<file path="src/urf_pkg.sv">
package urf_pkg;

    // ************************************************************
    // Register map and bus widths
    // ************************************************************
    localparam int ADDR_W = 3;
    localparam int DATA_W = 8;
    localparam logic [2:0] ADDR_CTRL = 3'h0;
    localparam logic [2:0] ADDR_BAUD_LO = 3'h1;
    localparam logic [2:0] ADDR_BAUD_HI = 3'h2;
    localparam logic [2:0] ADDR_STATUS = 3'h3;
    localparam logic [2:0] ADDR_DATA = 3'h4;
    localparam logic [2:0] ADDR_COUNT = 3'h5;
    localparam logic [2:0] ADDR_TRIG = 3'h6;

    // ************************************************************
    // Field positions
    // ************************************************************
    localparam int CTRL_RX_EN = 0;
    localparam int CTRL_WORD_LEN = 1;
    localparam int CTRL_PAR_EN = 2;
    localparam int CTRL_PAR_TYPE = 3;
    localparam int CTRL_IRQ_EN = 5;
    localparam int ST_AVAIL = 0;
    localparam int ST_IDLE = 1;
    localparam int ST_FERR = 2;
    localparam int ST_PERR = 3;
    localparam int ST_NOISE = 4;
    localparam int ST_OVR = 5;
    localparam int ST_NINTH = 6;

    // ************************************************************
    // Reset values and timing counts
    // ************************************************************
    localparam logic [7:0] CTRL_RST = 8'h00;
    localparam logic [15:0] BAUD_DIV_RST = 16'h0000;
    localparam logic [1:0] TRIG_RST = 2'h0;
    localparam logic [3:0] OS_SAMPLE_A = 4'h7;
    localparam logic [3:0] OS_SAMPLE_B = 4'h8;
    localparam logic [3:0] OS_SAMPLE_C = 4'h9;
    localparam logic [3:0] BITS_NINE_LAST = 4'h8;
    localparam logic [3:0] BITS_EIGHT_LAST = 4'h7;

    // ************************************************************
    // Types
    // ************************************************************
    typedef enum logic [1:0] {
        PAR_EVEN = 2'h0,
        PAR_ODD = 2'h1,
        PAR_MARK = 2'h2,
        PAR_SPACE = 2'h3
    } urf_par_type;

    typedef enum logic [2:0] {
        RX_HUNT = 3'h0,
        RX_START = 3'h1,
        RX_DATA = 3'h2,
        RX_STOP = 3'h3,
        RX_WAIT_HIGH = 3'h4
    } urf_state_type;

    typedef struct packed {
        logic rx_enable_bit;
        logic word_len_sel;
        logic parity_enable_bit;
        logic [1:0] parity_type_sel;
        logic rx_irq_enable;
        logic [1:0] trig_lvl;
        logic [15:0] baud_div;
    } urf_cfg_type;

    typedef struct packed {
        logic rx_data_avail_flag;
        logic rx_idle_flag;
        logic framing_err_flag;
        logic parity_err_flag;
        logic noise_flag;
        logic overrun_flag;
    } urf_flags_type;

endpackage : urf_pkg

</file>
<file path="src/urf_receiver.sv">
// Contract
// Words are 8 or 9 bits; in 9-bit mode the top bit goes to a status field.
// Recovery runs at sixteen times baud; shift register advances once per bit.
// Each bit level is the majority of three samples in its bit period.
// The three samples are ticks 7, 8 and 9 of sixteen.
// Serial data enters the shift register least significant bit first.
// After the stop bit is sampled the word moves to the buffer if room.
// The buffer is a four-word FIFO while a fifth word is assembled.
// A fifth word arriving at a full FIFO is dropped and overrun set.
// Software programs format and baud before setting receive enable.
// Once enabled the receiver searches the input for a start bit.
// Data-available is set while FIFO holds data; count register shows words.
// Interrupt when FIFO reaches trigger level and receive interrupt enabled.
// Trigger level is one to four words, one after reset.
// Data-available clears only after status read then data read.
// A break is a framing error; frame ends after data plus one stop.
// Break frame sets available and framing, stores zeros, irq, idle.
// After a break wait for a high level before hunting a start.
// Idle reads zero from start detection to stop, one otherwise; the code keeps it zero after a false start until the next frame ends.
// Overrun also raises the interrupt when receive interrupt enabled.
// Overrun clears by status access followed by a data read.
// The shift register is not reachable from software.
// Exactly one stop bit is checked per frame.
// A low stop bit sets framing error; the word is still stored.
// With parity on, a mismatch with the selected parity sets parity error.
// Noise sets its flag with data-available; data kept, no extra irq.
`timescale 1ns/1ps

module urf_receiver (
    input wire logic clk_sys_in,
    input wire logic rst_in,
    input wire logic ce_in,
    input wire logic serial_in_pin_in,
    input wire logic [urf_pkg::ADDR_W-1:0] addr_in,
    input wire logic [urf_pkg::DATA_W-1:0] wr_data_in,
    input wire logic wr_en_in,
    input wire logic rd_en_in,
    output logic [urf_pkg::DATA_W-1:0] rd_data_out,
    output logic rx_irq_out
);

    // ************************************************************
    // Declarations
    // ************************************************************
    urf_pkg::urf_cfg_type cfg_ff;
    urf_pkg::urf_flags_type flags_ff;
    urf_pkg::urf_state_type state_ff;
    logic [8:0] rx_shift_reg_ff;
    logic [3:0] bit_cnt_ff;
    logic noise_pend_ff;
    logic armed_ff;
    logic restart;
    logic bit_done;
    logic bit_val;
    logic bit_noise;
    logic frame_done;
    logic [8:0] word;
    logic par_bit;
    logic par_ones;
    logic par_expect;
    logic par_bad;
    logic push_ready;
    logic [8:0] head;
    logic [2:0] count;
    logic data_rd;
    logic stat_rd;
    logic clear_seq;
    logic [3:0] last_bit;

    // ************************************************************
    // Bit recovery and receive buffer
    // ************************************************************
    assign restart = (state_ff == urf_pkg::RX_HUNT) && cfg_ff.rx_enable_bit
        && !serial_in_pin_in;

    urf_bit_sampler u_sampler (
        .clk_sys_in(clk_sys_in),
        .rst_in(rst_in),
        .ce_in(ce_in),
        .baud_div_in(cfg_ff.baud_div),
        .restart_in(restart),
        .line_in(serial_in_pin_in),
        .bit_done_out(bit_done),
        .bit_val_out(bit_val),
        .noise_out(bit_noise)
    );

    assign data_rd = rd_en_in && (addr_in == urf_pkg::ADDR_DATA);
    assign stat_rd = rd_en_in && (addr_in == urf_pkg::ADDR_STATUS);
    assign clear_seq = ce_in && data_rd && armed_ff;

    urf_rx_fifo #(
        .WIDTH(9),
        .DEPTH(4),
        .PTR_W(2)
    ) u_fifo (
        .clk_sys_in(clk_sys_in),
        .rst_in(rst_in),
        .ce_in(ce_in),
        .push_valid_in(frame_done),
        .push_data_in(word),
        .push_ready_out(push_ready),
        .pop_in(data_rd),
        .pop_data_out(head),
        .count_out(count)
    );

    // ************************************************************
    // Word assembly and checks
    // ************************************************************
    assign frame_done = ce_in && bit_done && (state_ff == urf_pkg::RX_STOP);
    assign last_bit = cfg_ff.word_len_sel ? urf_pkg::BITS_NINE_LAST : urf_pkg::BITS_EIGHT_LAST;

    // An 8-bit word sits in the upper bits after eight shifts.
    assign word = cfg_ff.word_len_sel ? rx_shift_reg_ff
        : {1'b0, rx_shift_reg_ff[8:1]};

    // The parity bit is the top bit of the word and covers the bits below it.
    assign par_bit = cfg_ff.word_len_sel ? word[8] : word[7];
    assign par_ones = cfg_ff.word_len_sel ? ^word[7:0] : ^word[6:0];

    always_comb begin
        case (urf_pkg::urf_par_type'(cfg_ff.parity_type_sel))
            urf_pkg::PAR_EVEN: par_expect = par_ones;
            urf_pkg::PAR_ODD: par_expect = !par_ones;
            urf_pkg::PAR_MARK: par_expect = 1'b1;
            urf_pkg::PAR_SPACE: par_expect = 1'b0;
            default: par_expect = 1'b0;
        endcase
    end

    assign par_bad = cfg_ff.parity_enable_bit && (par_bit != par_expect);

    // ************************************************************
    // Receive sequencer
    // ************************************************************
    always_ff @(posedge clk_sys_in) begin
        if (rst_in) begin
            state_ff <= urf_pkg::RX_HUNT;
            bit_cnt_ff <= 4'h0;
            rx_shift_reg_ff <= 9'h000;
        end else if (ce_in) begin
            if (!cfg_ff.rx_enable_bit) begin
                state_ff <= urf_pkg::RX_HUNT;
            end else begin
                case (state_ff)
                    urf_pkg::RX_HUNT: begin
                        if (restart) begin
                            state_ff <= urf_pkg::RX_START;
                        end
                    end
                    urf_pkg::RX_START: begin
                        if (bit_done) begin
                            state_ff <= bit_val ? urf_pkg::RX_HUNT : urf_pkg::RX_DATA;
                            bit_cnt_ff <= 4'h0;
                        end
                    end
                    urf_pkg::RX_DATA: begin
                        if (bit_done) begin
                            rx_shift_reg_ff <= {bit_val, rx_shift_reg_ff[8:1]};
                            bit_cnt_ff <= bit_cnt_ff + 4'h1;
                            if (bit_cnt_ff == last_bit) begin
                                state_ff <= urf_pkg::RX_STOP;
                            end
                        end
                    end
                    urf_pkg::RX_STOP: begin
                        // One stop bit only; a low one means the line may be in break.
                        if (bit_done) begin
                            state_ff <= bit_val ? urf_pkg::RX_HUNT : urf_pkg::RX_WAIT_HIGH;
                        end
                    end
                    urf_pkg::RX_WAIT_HIGH: begin
                        if (bit_done && bit_val) begin
                            state_ff <= urf_pkg::RX_HUNT;
                        end
                    end
                    default: state_ff <= urf_pkg::RX_HUNT;
                endcase
            end
        end
    end

    // Noise seen on the start and data bits is held until the word is stored; stop-bit noise is not counted.
    always_ff @(posedge clk_sys_in) begin
        if (rst_in) begin
            noise_pend_ff <= 1'b0;
        end else if (ce_in) begin
            if (restart) begin
                noise_pend_ff <= 1'b0;
            end else if (bit_done && bit_noise) begin
                noise_pend_ff <= 1'b1;
            end
        end
    end

    // ************************************************************
    // Status flags
    // ************************************************************
    // Status read arms the clear; the following data read consumes it.
    always_ff @(posedge clk_sys_in) begin
        if (rst_in) begin
            armed_ff <= 1'b0;
        end else if (ce_in) begin
            if (stat_rd) begin
                armed_ff <= 1'b1;
            end else if (data_rd) begin
                armed_ff <= 1'b0;
            end
        end
    end

    // A new frame setting a flag wins over a clear in the same cycle.
    always_ff @(posedge clk_sys_in) begin
        if (rst_in) begin
            flags_ff <= '0;
            flags_ff.rx_idle_flag <= 1'b1;
        end else if (ce_in) begin
            if (restart) begin
                flags_ff.rx_idle_flag <= 1'b0;
            end else if (frame_done) begin
                flags_ff.rx_idle_flag <= 1'b1;
            end
            if (frame_done && push_ready) begin
                flags_ff.rx_data_avail_flag <= 1'b1;
            end else if (clear_seq && (count == 3'h1)) begin
                flags_ff.rx_data_avail_flag <= 1'b0;
            end
            if (frame_done && !bit_val) begin
                flags_ff.framing_err_flag <= 1'b1;
            end else if (clear_seq) begin
                flags_ff.framing_err_flag <= 1'b0;
            end
            if (frame_done && par_bad) begin
                flags_ff.parity_err_flag <= 1'b1;
            end else if (clear_seq) begin
                flags_ff.parity_err_flag <= 1'b0;
            end
            if (frame_done && push_ready && noise_pend_ff) begin
                flags_ff.noise_flag <= 1'b1;
            end else if (clear_seq) begin
                flags_ff.noise_flag <= 1'b0;
            end
            if (frame_done && !push_ready) begin
                flags_ff.overrun_flag <= 1'b1;
            end else if (clear_seq) begin
                flags_ff.overrun_flag <= 1'b0;
            end
        end
    end

    // Noise has no source of its own here: it rides on the level request.
    always_ff @(posedge clk_sys_in) begin
        if (rst_in) begin
            rx_irq_out <= 1'b0;
        end else if (ce_in) begin
            rx_irq_out <= cfg_ff.rx_irq_enable && (({1'b0, cfg_ff.trig_lvl} < count)
                || flags_ff.overrun_flag);
        end
    end

    // ************************************************************
    // Register port
    // ************************************************************
    // Only configuration is writable; the shift register has no address.
    always_ff @(posedge clk_sys_in) begin
        if (rst_in) begin
            cfg_ff.rx_enable_bit <= urf_pkg::CTRL_RST[urf_pkg::CTRL_RX_EN];
            cfg_ff.word_len_sel <= urf_pkg::CTRL_RST[urf_pkg::CTRL_WORD_LEN];
            cfg_ff.parity_enable_bit <= urf_pkg::CTRL_RST[urf_pkg::CTRL_PAR_EN];
            cfg_ff.parity_type_sel <= urf_pkg::CTRL_RST[urf_pkg::CTRL_PAR_TYPE +: 2];
            cfg_ff.rx_irq_enable <= urf_pkg::CTRL_RST[urf_pkg::CTRL_IRQ_EN];
            cfg_ff.trig_lvl <= urf_pkg::TRIG_RST;
            cfg_ff.baud_div <= urf_pkg::BAUD_DIV_RST;
        end else if (ce_in && wr_en_in) begin
            case (addr_in)
                urf_pkg::ADDR_CTRL: begin
                    cfg_ff.rx_enable_bit <= wr_data_in[urf_pkg::CTRL_RX_EN];
                    cfg_ff.word_len_sel <= wr_data_in[urf_pkg::CTRL_WORD_LEN];
                    cfg_ff.parity_enable_bit <= wr_data_in[urf_pkg::CTRL_PAR_EN];
                    cfg_ff.parity_type_sel <= wr_data_in[urf_pkg::CTRL_PAR_TYPE +: 2];
                    cfg_ff.rx_irq_enable <= wr_data_in[urf_pkg::CTRL_IRQ_EN];
                end
                urf_pkg::ADDR_BAUD_LO: cfg_ff.baud_div[7:0] <= wr_data_in;
                urf_pkg::ADDR_BAUD_HI: cfg_ff.baud_div[15:8] <= wr_data_in;
                urf_pkg::ADDR_TRIG: cfg_ff.trig_lvl <= wr_data_in[1:0];
                default: begin
                end
            endcase
        end
    end

    always_ff @(posedge clk_sys_in) begin
        if (rst_in) begin
            rd_data_out <= 8'h00;
        end else if (ce_in) begin
            rd_data_out <= 8'h00;
            if (rd_en_in) begin
                case (addr_in)
                    urf_pkg::ADDR_CTRL: rd_data_out <= {2'h0, cfg_ff.rx_irq_enable,
                        cfg_ff.parity_type_sel, cfg_ff.parity_enable_bit,
                        cfg_ff.word_len_sel, cfg_ff.rx_enable_bit};
                    urf_pkg::ADDR_BAUD_LO: rd_data_out <= cfg_ff.baud_div[7:0];
                    urf_pkg::ADDR_BAUD_HI: rd_data_out <= cfg_ff.baud_div[15:8];
                    urf_pkg::ADDR_STATUS: rd_data_out <= {1'b0, head[8] && (count != 3'h0),
                        flags_ff.overrun_flag, flags_ff.noise_flag,
                        flags_ff.parity_err_flag, flags_ff.framing_err_flag,
                        flags_ff.rx_idle_flag, flags_ff.rx_data_avail_flag};
                    urf_pkg::ADDR_DATA: rd_data_out <= (count != 3'h0) ? head[7:0] : 8'h00;
                    urf_pkg::ADDR_COUNT: rd_data_out <= {5'h00, count};
                    urf_pkg::ADDR_TRIG: rd_data_out <= {6'h00, cfg_ff.trig_lvl};
                    default: rd_data_out <= 8'h00;
                endcase
            end
        end
    end
endmodule : urf_receiver

</file>
<file path="src/urf_bit_sampler.sv">
`timescale 1ns/1ps

module urf_bit_sampler (
    input wire logic clk_sys_in,
    input wire logic rst_in,
    input wire logic ce_in,
    input wire logic [15:0] baud_div_in,
    input wire logic restart_in,
    input wire logic line_in,
    output logic bit_done_out,
    output logic bit_val_out,
    output logic noise_out
);

    logic [15:0] pre_ff;
    logic [3:0] phase_ff;
    logic samp_a_ff;
    logic samp_b_ff;
    logic os_tick;

    assign os_tick = (pre_ff == baud_div_in);

    // Prescaler gives sixteen ticks per bit; phase restarts on each start edge.
    always_ff @(posedge clk_sys_in) begin
        if (rst_in || (ce_in && restart_in)) begin
            pre_ff <= 16'h0000;
            phase_ff <= 4'h0;
        end else if (ce_in) begin
            pre_ff <= os_tick ? 16'h0000 : pre_ff + 16'h0001;
            if (os_tick) begin
                phase_ff <= phase_ff + 4'h1;
            end
        end
    end

    // Vote over ticks seven, eight and nine, centred on the bit middle.
    always_ff @(posedge clk_sys_in) begin
        if (rst_in) begin
            samp_a_ff <= 1'b1;
            samp_b_ff <= 1'b1;
            bit_done_out <= 1'b0;
            bit_val_out <= 1'b1;
            noise_out <= 1'b0;
        end else if (ce_in) begin
            bit_done_out <= 1'b0;
            if (os_tick && !restart_in) begin
                if (phase_ff == urf_pkg::OS_SAMPLE_A) begin
                    samp_a_ff <= line_in;
                end
                if (phase_ff == urf_pkg::OS_SAMPLE_B) begin
                    samp_b_ff <= line_in;
                end
                if (phase_ff == urf_pkg::OS_SAMPLE_C) begin
                    bit_done_out <= 1'b1;
                    bit_val_out <= (samp_a_ff & samp_b_ff) | (samp_a_ff & line_in)
                        | (samp_b_ff & line_in);
                    noise_out <= !((samp_a_ff == samp_b_ff) && (samp_b_ff == line_in));
                end
            end
        end
    end
endmodule : urf_bit_sampler

</file>
<file path="src/urf_rx_fifo.sv">
`timescale 1ns/1ps

module urf_rx_fifo #(
    parameter int WIDTH = 9,
    parameter int DEPTH = 4,
    parameter int PTR_W = 2
) (
    input wire logic clk_sys_in,
    input wire logic rst_in,
    input wire logic ce_in,
    input wire logic push_valid_in,
    input wire logic [WIDTH-1:0] push_data_in,
    output logic push_ready_out,
    input wire logic pop_in,
    output logic [WIDTH-1:0] pop_data_out,
    output logic [PTR_W:0] count_out
);

    logic [WIDTH-1:0] mem_ff [DEPTH];
    logic [PTR_W-1:0] wr_ptr_ff;
    logic [PTR_W-1:0] rd_ptr_ff;
    logic [PTR_W:0] count_ff;
    logic do_push;
    logic do_pop;

    assign push_ready_out = (count_ff != (PTR_W+1)'(DEPTH));
    assign do_push = ce_in && push_valid_in && push_ready_out;
    assign do_pop = ce_in && pop_in && (count_ff != '0);
    assign pop_data_out = mem_ff[rd_ptr_ff];
    assign count_out = count_ff;

    // A full buffer refuses the push, so its contents stay untouched.
    always_ff @(posedge clk_sys_in) begin
        if (do_push) begin
            mem_ff[wr_ptr_ff] <= push_data_in;
        end
    end

    always_ff @(posedge clk_sys_in) begin
        if (rst_in) begin
            wr_ptr_ff <= '0;
            rd_ptr_ff <= '0;
            count_ff <= '0;
        end else begin
            if (do_push) begin
                wr_ptr_ff <= wr_ptr_ff + PTR_W'(1);
            end
            if (do_pop) begin
                rd_ptr_ff <= rd_ptr_ff + PTR_W'(1);
            end
            count_ff <= count_ff + (PTR_W+1)'(do_push) - (PTR_W+1)'(do_pop);
        end
    end

endmodule : urf_rx_fifo

</file>
<file path="config.mk">
export PLATFORM = sky130hd
export DESIGN_NAME = urf_receiver
export DESIGN_NICKNAME = d
export VERILOG_FILES = /design/src/urf_pkg.sv /design/src/urf_receiver.sv /design/src/urf_bit_sampler.sv /design/src/urf_rx_fifo.sv
export SDC_FILE = /design/constraint.sdc
export NUM_CORES = 1
export LEC_CHECK = 0
export BUFFER_PORTS_ARGS = -buffer_cell sky130_fd_sc_hd__buf_2
export CORE_MARGIN = 1
export CORE_UTILIZATION = 26
export DETAILED_ROUTE_END_ITERATION = 16
export PLACE_DENSITY = 0.5
export SKIP_LAST_GASP = 1
export SYNTH_ARGS = -nofsm -noshare
export SYNTH_HDL_FRONTEND = slang
export SYNTH_HIERARCHICAL = 1
export SYNTH_SLANG_ARGS = --single-unit
</file>
<file path="constraint.sdc">
create_clock -name clk_sys_in -period 4.6 [get_ports clk_sys_in]
set_input_delay 0.46 -clock clk_sys_in [delete_from_list [all_inputs] [get_ports clk_sys_in]]
set_output_delay 0.46 -clock clk_sys_in [all_outputs]
set_load 0.02 [all_outputs]
</file>
Word-level counts from Yosys, hierarchy flattened. Memories as Yosys holds them, arrays and structs flattened. A register that Yosys moved wholly into a read port is not among the register bits. Index checks and enable logic that the tools add are counted.

Register bits after elaboration: 89. Memory bits (writable): 36. Input bits: 17. Output and inout bits: 9. Logic and storage cells: 185. Memories kept: 1.

$add $sub $neg: 7. Magnitude comparators: 1. Equality and inequality tests: 31. Multiplexer cells: 41. Bitwise gates (word level): 5. Reductions and logical operators: 68.

Memories: u_fifo.mem_ff (words 4, width 9, read ports 1, clocked after Yosys merged registers in 1, write ports 1, line urf_rx_fifo.sv:19) `logic [WIDTH-1:0] mem_ff [DEPTH];`.

Operators with widths (number): $pmux 8 s7 (1); $logic_and 1x1->1 (26); $reduce_and 2->1 (13); $mux 3 (8); $mux 1 (19); $reduce_bool 2->1 (9); $add 16x1->16 const B (1); $eq 16x16->1 (1); $mux 16 (1); $mux 8 (2); $pmux 3 s5 (1); $eq 3x2->1 const B (4); $eq 3x3->1 const B (4); $mux 4 (3); $ne 3x2->1 const B (4); $eq 3x1->1 const B (3); $mux 9 (1); $ne 3x3->1 const B (3); $reduce_and 3->1 (3); $add 4x1->4 const B (2); $eq 4x4->1 const B (2); $pmux 4 s2 (1); $reduce_xor 8->1 (1); $reduce_and 7->1 (1); 23 further kinds (39).

Logic depth before layout (Yosys ltp). Gate-level depths: netlist of run 1.

Depth in word-level cells: 10. Depth in mapped cells: 15.

Cells and area by module. Netlist of run 1, hierarchy kept.

By module, submodules not included: urf_receiver (instances 1, cells an instance 312, area an instance 2889.0 um^2, sequential area each 1141.1 um^2); urf_rx_fifo (instances 1, cells an instance 97, area an instance 1779.2 um^2, sequential area each 1261.2 um^2); urf_bit_sampler (instances 1, cells an instance 154, area an instance 1388.8 um^2, sequential area each 500.5 um^2).

Worst setup path after synthesis of run 1. Ideal clock, no wire load.

Path type: input port to flip-flop. Start point: input port ce_in. End point: register u_fifo.count_ff[2], in the netlist u_fifo/count_out[2]. Setup time: 0.078 ns. Arrival: 2.693 ns. Path slack: 1.829 ns. Stages: 14. Buffers on the path: 0. Cell sequence: nand2_1 or3_1 inv_1 nand2_1 a21oi_2 inv_1 ha_1 inv_1 ha_1 inv_1 fa_1 xor2_1 and2_2 nor3_1.

Longest elaborated chain between the ends: 6. Elaborated cells on any way between the ends: 8. Those cells by class: 2 x add/sub; 6 x reduce/logical.

RTL lines: start: declaration (line urf_receiver.sv:32) `input wire logic ce_in,`; $logic_and 1x1->1 (2 in a row) (line urf_receiver.sv:111) `assign frame_done = ce_in && bit_done && (state_ff == urf_pkg::RX_STOP);`; net frame_done (line urf_receiver.sv:56) `logic frame_done;`; $logic_and 1x1->1 (2 in a row) (line urf_rx_fifo.sv:27) `assign do_push = ce_in && push_valid_in && push_ready_out;`; $add 3x1->3 (line urf_rx_fifo.sv:51) `count_ff <= count_ff + (PTR_W+1)'(do_push) - (PTR_W+1)'(do_pop);`; $sub 3x1->3 (line urf_rx_fifo.sv:51); end signal: assignment (line urf_rx_fifo.sv:51); end: declaration (line urf_rx_fifo.sv:22) `logic [PTR_W:0] count_ff;`.

The timed path passes the listed nets, and every way through them passes these cells. A chain may end at the register's enable or synchronous reset.

Worst setup path in the final report of run 1.
Start point: register state_ff[0]. End point: register u_fifo.count_ff[2], in the netlist u_fifo/count_out[2].

Longest elaborated chain between the ends: 6.

RTL lines: start: declaration (line urf_receiver.sv:47) `urf_pkg::urf_state_type state_ff;`; start signal: assignment (line urf_receiver.sv:139) `state_ff <= urf_pkg::RX_HUNT;`; start signal: assignment (line urf_receiver.sv:144) `state_ff <= urf_pkg::RX_HUNT;`; start signal: assignment (line urf_receiver.sv:149) `state_ff <= urf_pkg::RX_START;`; $eq 3x2->1 (line urf_receiver.sv:111); $logic_and 1x1->1 (line urf_receiver.sv:111); net frame_done (line urf_receiver.sv:56); $logic_and 1x1->1 (2 in a row) (line urf_rx_fifo.sv:27); $add 3x1->3 (line urf_rx_fifo.sv:51); $sub 3x1->3 (line urf_rx_fifo.sv:51).

The timed path passes the listed nets, and every way through them passes these cells.

==> results of run 1 <==
registers in the layout, indices dropped and copies added, names as in the netlist, 2 cells and up, named ones only:
signal / flops
cfg_ff: 24
flags_ff: 6
u_fifo/mem_ff: 36
u_fifo/count_out: 3
bit_cnt_ff: 4
u_sampler/pre_ff: 16
rd_data_out: 8
u_fifo/rd_ptr_ff: 2
u_fifo/wr_ptr_ff: 2
rx_shift_reg_ff: 9
u_sampler/phase_ff: 4
state_ff: 3
Yosys cell counts, drive strengths merged, types with 12 or more instances:
cell    instances  area [um2]
nor2           86       322.8
a21oi          26       137.6
mux4           12       270.3
nand3          12       70.07
xnor2          18       157.7
ha             14       175.2
nand2b         16       100.1
buf            12       68.81
nor2b          12       75.07
nor4           13       127.6
o21ai          15       75.07
edfxtp         36        1081
mux2i          41       410.4
nand2          19       71.32
inv            13       48.80
xor2           21       183.9
dfxtp          91        1822
mux2           14       157.7
power by group through the flow:
stage	registers (mW)	clock network [mW]	logic, mW
after detailed placement	1.18	0	0.103
after CTS	1.16	1.36	0.103
after floorplan	1.18	0	0.0722
after global routing	1.16	1.41	0.113
after global placement	1.18	0	0.0985
final	1.16	1.33	0.101
through the flow:
| step | util (%) | std cells | hold WS (ns) | total power [mW] | setup WS (ns) |
|---|---|---|---|---|---|
| floorplan | - | 563 | 0.4417 | 1.253 | 1.829 |
| global placement | 28.37 | 852 | 0.4536 | 1.282 | 1.531 |
| detailed placement | 28.37 | 852 | 0.4679 | 1.286 | 1.429 |
| CTS | 30.96 | 884 | 0.2848 | 2.620 | 1.549 |
| global route | 30.96 | 884 | 0.3101 | 2.687 | 1.302 |
| finish | 30.96 | 884 | 0.2984 | 2.588 | 1.560 |
path summary, 6_finish.rpt:
check,to,cells after the start,startpoint
max,u_fifo/count_out[2],14,state_ff[0]
min,cfg_ff[14],3,wr_data_in[6]
max reg2reg,u_fifo/count_out[2],14,state_ff[0]
min reg2reg,rd_data_out[0],2,rd_data_out[0]
critical path: stages, from the launching register on:
cell and delay (ns):
sky130_fd_sc_hd__dfxtp_1 0.51, sky130_fd_sc_hd__nand2_1 0.08, sky130_fd_sc_hd__or3_1 0.35, sky130_fd_sc_hd__inv_1 0.17
sky130_fd_sc_hd__nand2_1 0.09, sky130_fd_sc_hd__a21oi_2 0.29, sky130_fd_sc_hd__inv_1 0.09, sky130_fd_sc_hd__ha_1 0.29
sky130_fd_sc_hd__inv_1 0.06, sky130_fd_sc_hd__ha_1 0.13, sky130_fd_sc_hd__inv_1 0.05, sky130_fd_sc_hd__fa_1 0.37
sky130_fd_sc_hd__xor2_1 0.16, sky130_fd_sc_hd__and2_2 0.21, sky130_fd_sc_hd__nor3_1 0.12
cell families (layout without fill, tap and decap cells):
kind of cell	after synthesis	in the layout	synth area share (%)
buffers and inverters	36	72	2.623
AND/OR/NAND/NOR	204	204	18.14
XOR/XNOR	40	40	6.011
adder cells (fa/ha/maj)	15	15	3.223
multiplexers	67	67	13.84
flip-flops	127	127	47.92
AO/OA/AOI/OAI	74	74	8.242
per-layer routing:
metal  vias to the layer above  global-route usage (%)  routed length [um]
met5                         -                       0                   0
met4                         0                   3.866                 163
met3                        13                   3.194                 438
met2                        49                   20.41                6849
met1                      2103                   15.49                6472
li1                       2070                       -                   -
layout make-up:
| cell class | instances | area, um2 |
|---|---|---|
| Fill cell | 2364 | 15680 |
| Tap cell | 285 | 356.6 |
| Sequential cell | 127 | 2903 |
| Multi-Input combinational cell | 400 | 2995 |
| Clock inverter | 15 | 161.4 |
| Inverter | 13 | 48.80 |
| Timing Repair Buffer | 27 | 140.1 |
| Clock buffer | 17 | 425.4 |
==> results.py, run 1 <==
metrics = {
    "status": {
        "outcome": "finished, final reports clean",
    },
    "place": {
        "numPortBuffers": 25,
        "gpl.final_weighted_congestion": 0.7736,
        "place_area_um2": 6444,
        "dpl.hpwl_mm": 9.904,
    },
    "route": {
        "postRouteWirelength_mm": 13.92,
        "post_drt_wl_per_cell_um": 15.75,
        "via_per_inst": 4.791,
        "drt.antenna.violating_nets": 0,
        "first_pass_iters": 4,
        "total_via_count_after_detailed_routing": 4235,
        "drt-initial-drc-count": 213,
        "drt_drc_violations_left": 0,
    },
    "timing": {
        "post-route-period-util_pct": 66.08,
        "finalMaxSlewViolations": 0,
        "timing.setup.tns_ns": 0,
        "fmax_mhz": 329.0,
        "relative_max_transition_margin_pct": 33.15,
        "fin_crit_ns": 3.040,
        "report.final.setup_viol": 0,
        "unrepaired_setup_endpoints_after_global_routing": "no",
        "finalHoldViolCount": 0,
        "skew_ns": 0.005892,
        "tightestPinTransition_ns": 0.9986,
    },
    "logic_synthesis": {
        "synth-seq-area-share_pct": 47.92,
        "dominantRegCellSynth": "sky130_fd_sc_hd__dfxtp_1",
        "postSynthRegisterBits": 127,
        "syn_area_um2": 6057,
        "post_synth.cell_area_avg_um2": 10.76,
        "synth_fp_nets": 595,
        "yosys_warn_count": 6,
        "synth_enable_flop_cells": 36,
        "synth_cell_types": 63,
        "async_flop_share_pct": 0,
        "cell_count_after_synthesis": 563,
    },
    "critical_path": {
        "start_kind": "register",
        "timing.critical_path.arrival_ns": 3.38,
        "worstPathMaxFanout": 9,
        "reg2reg_slack_ns": 1.56,
        "worst-setup-path-type": "register to register",
        "crit_end_element": "register",
        "critical_path_required_ns": 4.94,
    },
    "power_and_ir_drop": {
        "cellPowerDensity_nw_per_um2": 368.1,
        "switching_share_pct": 23.21,
        "power_leakage_nw": 2.602,
        "clock_power_share_pct": 51.3,
        "power.net_switching_mw": 0.6007,
        "p_int_mw": 1.987,
        "vdd_drop_max_mv": 0.1862,
        "power.share.sequential_pct": 44.8,
        "pwr-share-comb_pct": 3.9,
    },
    "floorplanning": {
        "die_w_um": 154.6,
        "floorplan.io_pins": 26,
        "die_area_um2": 23910,
        "floorplan.initialDensity_pct": 26.67,
        "core.rowCount": 55,
        "floorplan.die.height_um": 154.6,
        "floorplan.core_area_um2": 22710,
    },
    "cells_and_area": {
        "final_cell_mix": "91 x sky130_fd_sc_hd__dfxtp_1, 86 x sky130_fd_sc_hd__nor2_1, 41 x sky130_fd_sc_hd__mux2i_1",
        "layout_commonest_cell": "sky130_fd_sc_hd__dfxtp_1",
        "layout-drive-gt1-share_pct": 17.20,
        "fin_nets": 618,
        "antennaDiodeCount": 0,
        "final_area_um2": 7030,
        "syn2layout_area_growth_pct": 16.07,
    },
    "clocking": {
        "hold_buffers": 0,
        "cts_buffers": 17,
        "clkSlewWorstSetupHoldPaths_ns": 0.06,
        "cts_root_cell": "sky130_fd_sc_hd__clkbuf_16",
        "post_cts_buffers": 0,
        "cts-root-to-sink-buffers": 2,
        "cts_htree_levels": 4,
        "clock-sinks": 127,
        "tritoncts": "built",
        "clkLatencyLatePin_ns": 0.42,
        "post_cts_resize_count": 0,
    },
    "flow_run": {
        "cap_violations": 0,
    },
    "grt": {
        "first_global_vias": 4172,
        "number_of_antenna_violations_at_the_first_check_in_global_routing": 0,
        "grt_start_max_net_pins": 54,
        "grt_pass1_wl_mm": 22.60,
        "global_route.overflow_total": 0,
        "global_route.usage.total_pct": 12.27,
    },
    "hold_path": {
        "hold_class": "primary input to register",
    },
}
Power figures use the tool's default switching activity.
==> inputs of run 2 (changes only) <==
- clock period: 4.6 -> 3.1 ns (I/O delays scaled with it)
==> results.py, run 2 (synthesis gave the netlist of run 1 again) <==
metrics = {
    "place": {
        "dp_worst_setup_slack_ns": 0.2366,
        "numPortBuffers": 25,
        "dpl.hpwl_mm": 10.04,
        "gpl.final_weighted_congestion": 0.7878,
    },
    "clocking": {
        "cts-root-to-sink-buffers": 2,
        "cts_buffers": 17,
        "tritoncts": "built",
        "clkSlewWorstSetupHoldPaths_ns": 0.06,
        "cts_htree_levels": 4,
        "clock-sinks": 127,
        "cts_root_cell": "sky130_fd_sc_hd__clkbuf_16",
        "post_cts_buffers": 0,
        "clkLatencyLatePin_ns": 0.42,
    },
    "route": {
        "drt_drc_violations_left": 0,
        "postRouteWirelength_mm": 13.81,
        "drt-initial-drc-count": 195,
        "total_via_count_after_detailed_routing": 4224,
        "post_drt_wl_per_cell_um": 15.55,
        "first_pass_iters": 5,
        "drt.antenna.violating_nets": 0,
        "via_per_inst": 4.757,
    },
    "cells_and_area": {
        "antennaDiodeCount": 0,
        "layout_commonest_cell": "sky130_fd_sc_hd__dfxtp_1",
        "syn2layout_area_growth_pct": 16.90,
        "largest_reg_flops": 36,
        "fin_nets": 622,
        "layout-drive-gt1-share_pct": 18.08,
        "final_cell_mix": "91 x sky130_fd_sc_hd__dfxtp_1, 86 x sky130_fd_sc_hd__nor2_1, 41 x sky130_fd_sc_hd__mux2i_1",
        "top_register": "u_fifo/mem_ff",
        "reg_top3": "u_fifo/mem_ff: 36 flops, cfg_ff: 24 flops, u_sampler/pre_ff: 16 flops",
    },
    "critical_path": {
        "critPathLaunch": "state_ff[0]",
        "crit_end_element": "register",
        "cp_slowest_stage_delay_ns": 0.52,
        "worst-setup-path-type": "register to register",
        "timing.critical_path.arrival_ns": 3.16,
        "critical_path_required_ns": 3.44,
        "critical_path.reg2reg.startpoint": "state_ff[0]",
        "worstPathMaxFanout": 9,
        "worst_path_most_repeated_cell": "sky130_fd_sc_hd__inv_1",
        "slowest_stage": "sky130_fd_sc_hd__dfxtp_1",
        "path_cells": "nand2_1, or3_1, inv_2, nand2_1, a21oi_2, inv_1, ha_1, inv_1, ha_1, inv_1, fa_1, xor2_1, and2_2, nor3_1",
        "start_kind": "register",
    },
    "floorplanning": {
        "die_w_um": 154.6,
        "die_area_um2": 23910,
        "floorplan.io_pins": 26,
        "floorplan.die.height_um": 154.6,
        "floorplan.core_area_um2": 22710,
        "core.rowCount": 55,
        "floorplan.initialDensity_pct": 26.67,
    },
    "timing": {
        "report.final.setup_viol": 0,
        "post-route-period-util_pct": 90.90,
        "fmax_mhz": 354.9,
        "setup_slack_ns": 0.2820,
        "relative_max_transition_margin_pct": 29.40,
        "skew_ns": 0.008781,
        "finalMaxSlewViolations": 0,
        "timing.setup.tns_ns": 0,
        "whs_ns": 0.1521,
        "tightestPinTransition_ns": 1.055,
        "finalHoldViolCount": 0,
        "unrepaired_setup_endpoints_after_global_routing": "no",
        "fin_crit_ns": 2.818,
    },
    "power_and_ir_drop": {
        "pwr-share-comb_pct": 3.9,
        "power.share.sequential_pct": 44.1,
        "vdd_drop_max_mv": 0.2476,
        "clock_power_share_pct": 51.9,
        "cellPowerDensity_nw_per_um2": 550.9,
        "p_int_mw": 3.042,
        "switching_share_pct": 22.01,
        "power_leakage_nw": 2.632,
        "power.net_switching_mw": 0.8585,
        "design_power_total_mw": 3.901,
    },
    "status": {
        "outcome": "finished, final reports clean",
    },
    "grt": {
        "first_global_vias": 4278,
        "grt_pass1_wl_mm": 22.54,
        "number_of_antenna_violations_at_the_first_check_in_global_routing": 0,
        "grt_start_max_net_pins": 39,
        "global_route.overflow_total": 0,
        "global_route.usage.total_pct": 12.25,
    },
    "hold_path": {
        "hold_class": "primary input to register",
        "source_of_the_worst_hold_timing_path": "wr_data_in[7]",
    },
    "flow_run": {
        "cap_violations": 0,
    },
}
==> run 2: cell count changes in the layout (fill, tap and decap cells not counted), sizes merged <==
cell / before / now
bufinv: 2 / 3
inv: 17 / 13
buf: 27 / 31
clkinvlp: 4 / 3
clkbuf: 17 / 18
clkinv: 5 / 8
==> run 2: metal layers <==
metal  share of wire [%]  track usage (%)  up-vias
met3                 3.3            2.830       18
met5                   0                0        -
li1                    -                -     2083
met4                 1.5            4.903        0
met1                  46            14.98     2051
met2                  49            20.75       72
==> run 2: worst max-delay path: cells and delay by family (launching register included) <==
kind                       cells  cell delay [ns]
AOI/OAI and AO/OA              1             0.15
DFF                            1             0.52
and+or+nand+nor                5             0.83
adders and majority gates      3             0.78
buffers and inverters          4             0.29
xor gates and xnor gates       1             0.16
==> run 2: power by group through the flow <==
| stage | registers [mW] | clock network, mW | logic (mW) |
|---|---|---|---|
| final | 1.72 | 2.03 | 0.153 |
| after global placement | 1.76 | 0 | 0.149 |
| after floorplan | 1.75 | 0 | 0.107 |
| after detailed placement | 1.76 | 0 | 0.154 |
| after CTS | 1.72 | 2.07 | 0.155 |
| after global routing | 1.72 | 2.15 | 0.170 |
==> run 2: worst paths after layout <==
path | end | slack, ns | depth (start not counted)
min | cfg_ff[15] | 0.15 | 3
max | u_fifo/count_out[2] | 0.28 | 14
min reg2reg | rd_data_out[6] | 0.47 | 2
max reg2reg | u_fifo/count_out[2] | 0.28 | 14
==> run 2: timing repair <==
action / CTS / global route
gates resized for setup: 0 / 1
endpoints found under the setup margin: 0 / 1
hold buffers: 0 / 0
==> run 2: through the flow <==
step | utilization, % | instance area, um2 | instances
global placement | 28.51 | 6474 | 856
global route | 31.18 | 7081 | 888
floorplan | - | 6057 | 563
finish | 31.18 | 7081 | 888
detailed placement | 28.51 | 6474 | 856
CTS | 31.18 | 7081 | 888
==> run 2: area by class of cell <==
type                    count  area, um2
inverters                  13      48.80
clock inverters            14      167.7
multi-input cells         400       2995
clock buffers              18      439.2
flip-flops and latches    127       2903
repair buffers             31      170.2
well taps                 285      356.6
fillers                  2335      15630
==> inputs of run 3 (changes only) <==
- CORE_ASPECT_RATIO: not set -> 0.6
- clock period: 3.1 -> 3.01 ns (I/O delays scaled with it)
==> results.py, run 3 (synthesis gave the netlist of run 1 again) <==
metrics = {
    "timing": {
        "setup_slack_ns": 0.2217,
        "finalMaxSlewViolations": 0,
        "unrepaired_setup_endpoints_after_global_routing": "no",
        "timing.setup.tns_ns": 0,
        "finalHoldViolCount": 0,
        "tightestPinTransition_ns": 0.7526,
        "report.final.setup_viol": 0,
        "skew_ns": 0.01660,
        "relative_max_transition_margin_pct": 49.30,
        "fmax_mhz": 358.6,
        "post-route-period-util_pct": 92.63,
        "fin_crit_ns": 2.788,
    },
    "critical_path": {
        "critical_path_required_ns": 3.35,
        "start_kind": "register",
        "worst_path_most_repeated_cell": "sky130_fd_sc_hd__inv_1",
        "reg2reg_slack_ns": 0.22,
        "path_cells": "nand2_1, or3_1, inv_2, nand2_1, a21oi_2, inv_1, ha_1, inv_1, ha_1, inv_1, fa_1, xor2_1, and2_2, nor3_1",
        "timing.critical_path.arrival_ns": 3.13,
        "crit_end_element": "register",
        "slowest_stage": "sky130_fd_sc_hd__dfxtp_1",
        "worstPathMaxFanout": 6,
        "cp_slowest_stage_delay_ns": 0.40,
        "worst-setup-path-type": "register to register",
    },
    "cells_and_area": {
        "antennaDiodeCount": 0,
        "syn2layout_area_growth_pct": 16.92,
        "final_area_um2": 7082,
        "layout-drive-gt1-share_pct": 18.56,
        "largest_reg_flops": 36,
        "top_register": "u_fifo/mem_ff",
        "fin_nets": 628,
        "layout_commonest_cell": "sky130_fd_sc_hd__dfxtp_1",
        "final_cell_mix": "91 x sky130_fd_sc_hd__dfxtp_1, 86 x sky130_fd_sc_hd__nor2_1, 41 x sky130_fd_sc_hd__mux2i_1",
        "reg_top3": "u_fifo/mem_ff: 36 flops, cfg_ff: 24 flops, u_sampler/pre_ff: 16 flops",
    },
    "power_and_ir_drop": {
        "power_leakage_nw": 2.618,
        "cellPowerDensity_nw_per_um2": 537.1,
        "vdd_drop_max_mv": 0.3883,
        "design_power_total_mw": 3.804,
    },
    "floorplanning": {
        "floorplan.core_area_um2": 22440,
        "core.rowCount": 42,
        "die_area_um2": 23930,
        "floorplan.io_pins": 26,
        "die_w_um": 199.0,
        "floorplan.initialDensity_pct": 26.99,
        "floorplan.die.height_um": 120.2,
    },
    "grt": {
        "number_of_antenna_violations_at_the_first_check_in_global_routing": 0,
        "global_route.overflow_total": 0,
        "global_route.usage.total_pct": 13.39,
        "grt_pass1_wl_mm": 23.87,
        "grt_start_max_net_pins": 47,
        "first_global_vias": 4141,
    },
    "route": {
        "post_drt_wl_per_cell_um": 16.21,
        "total_via_count_after_detailed_routing": 4285,
        "first_pass_iters": 5,
        "drt.antenna.violating_nets": 0,
        "postRouteWirelength_mm": 14.86,
        "drt-initial-drc-count": 350,
        "via_per_inst": 4.673,
        "drt_drc_violations_left": 0,
    },
    "place": {
        "place_area_um2": 6548,
        "dpl.hpwl_mm": 11.07,
        "dp_worst_setup_slack_ns": 0.1133,
        "numPortBuffers": 25,
        "gpl.final_weighted_congestion": 0.7890,
    },
    "clocking": {
        "tritoncts": "built",
        "hold_buffers": 0,
        "cts_root_cell": "sky130_fd_sc_hd__clkbuf_16",
        "clock-sinks": 127,
        "cts_buffers": 17,
        "cts-root-to-sink-buffers": 2,
        "clkSlewWorstSetupHoldPaths_ns": 0.06,
        "cts_htree_levels": 4,
        "post_cts_buffers": 0,
        "clkLatencyLatePin_ns": 0.42,
    },
    "hold_path": {
        "hold_class": "primary input to register",
    },
    "status": {
        "outcome": "finished, final reports clean",
    },
    "flow_run": {
        "cap_violations": 0,
    },
}
[run 3: changes by cell type in the layout (fill, tap and decap cells not counted)]
cell / delta
sky130_fd_sc_hd__bufinv_16: -3
sky130_fd_sc_hd__clkinvlp_2: +1
sky130_fd_sc_hd__clkbuf_8: -1
sky130_fd_sc_hd__clkinvlp_4: +1
sky130_fd_sc_hd__clkinv_1: +1
sky130_fd_sc_hd__buf_4: +6
sky130_fd_sc_hd__clkinv_4: -3
sky130_fd_sc_hd__inv_6: +6
sky130_fd_sc_hd__clkinv_2: -3
sky130_fd_sc_hd__clkbuf_1: +1
[run 3: worst max-delay path, delay by kind of cell (launching register included)]
| kind | cells | cell delay (ns) |
|---|---|---|
| compound gates | 1 | 0.16 |
| flops | 1 | 0.40 |
| xor+xnor | 1 | 0.16 |
| fa+ha+maj | 3 | 0.78 |
| buf+inv | 4 | 0.31 |
| simple gates | 5 | 0.90 |
[run 3: worst paths after layout]
check | from | to | depth (start not counted)
min | wr_data_in[6] | cfg_ff[14] | 3
max | u_sampler/bit_done_out | u_fifo/count_out[2] | 14
min reg2reg | armed_ff | armed_ff | 2
max reg2reg | u_sampler/bit_done_out | u_fifo/count_out[2] | 14
[run 3: through the flow]
| step | cells | hold WS (ns) | utilization [%] |
|---|---|---|---|
| global placement | 885 | 0.4508 | 29.18 |
| detailed placement | 885 | 0.4626 | 29.18 |
| floorplan | 563 | 0.4417 | - |
| CTS | 917 | 0.1240 | 31.56 |
| finish | 917 | 0.1384 | 31.56 |
| global route | 917 | 0.1425 | 31.56 |
[run 3: repair_timing]
item	in CTS	in global routing
resized for setup	0	1
setup endpoints to repair	0	1
hold endpoints to repair	0	0
[run 3: power breakdown]
part           total (mW)  internal [mW]  switching [mW]
clock                1.87           1.06           0.811
combinational       0.160         0.0549           0.105
sequential           1.77           1.76          0.0146
total                3.80           2.87           0.930
[run 3: cell type report]
cell class / instances / area [um2]
fill: 2278 / 15360
clock buffer: 18 / 429.2
timing repair buffer: 37 / 215.2
sequential: 127 / 2903
tap: 308 / 385.4
clock inverter: 14 / 105.1
multi-input combinational: 400 / 2995
inverter: 13 / 48.80
[run 3: layer usage]
layer | vias up | GRT usage (%) | share of wire [%]
li1 | 2083 | - | -
met1 | 2113 | 20.96 | 54
met2 | 77 | 17.55 | 40
met3 | 12 | 2.957 | 5.2
met4 | 0 | 4.519 | 0.72
met5 | - | 0 | 0
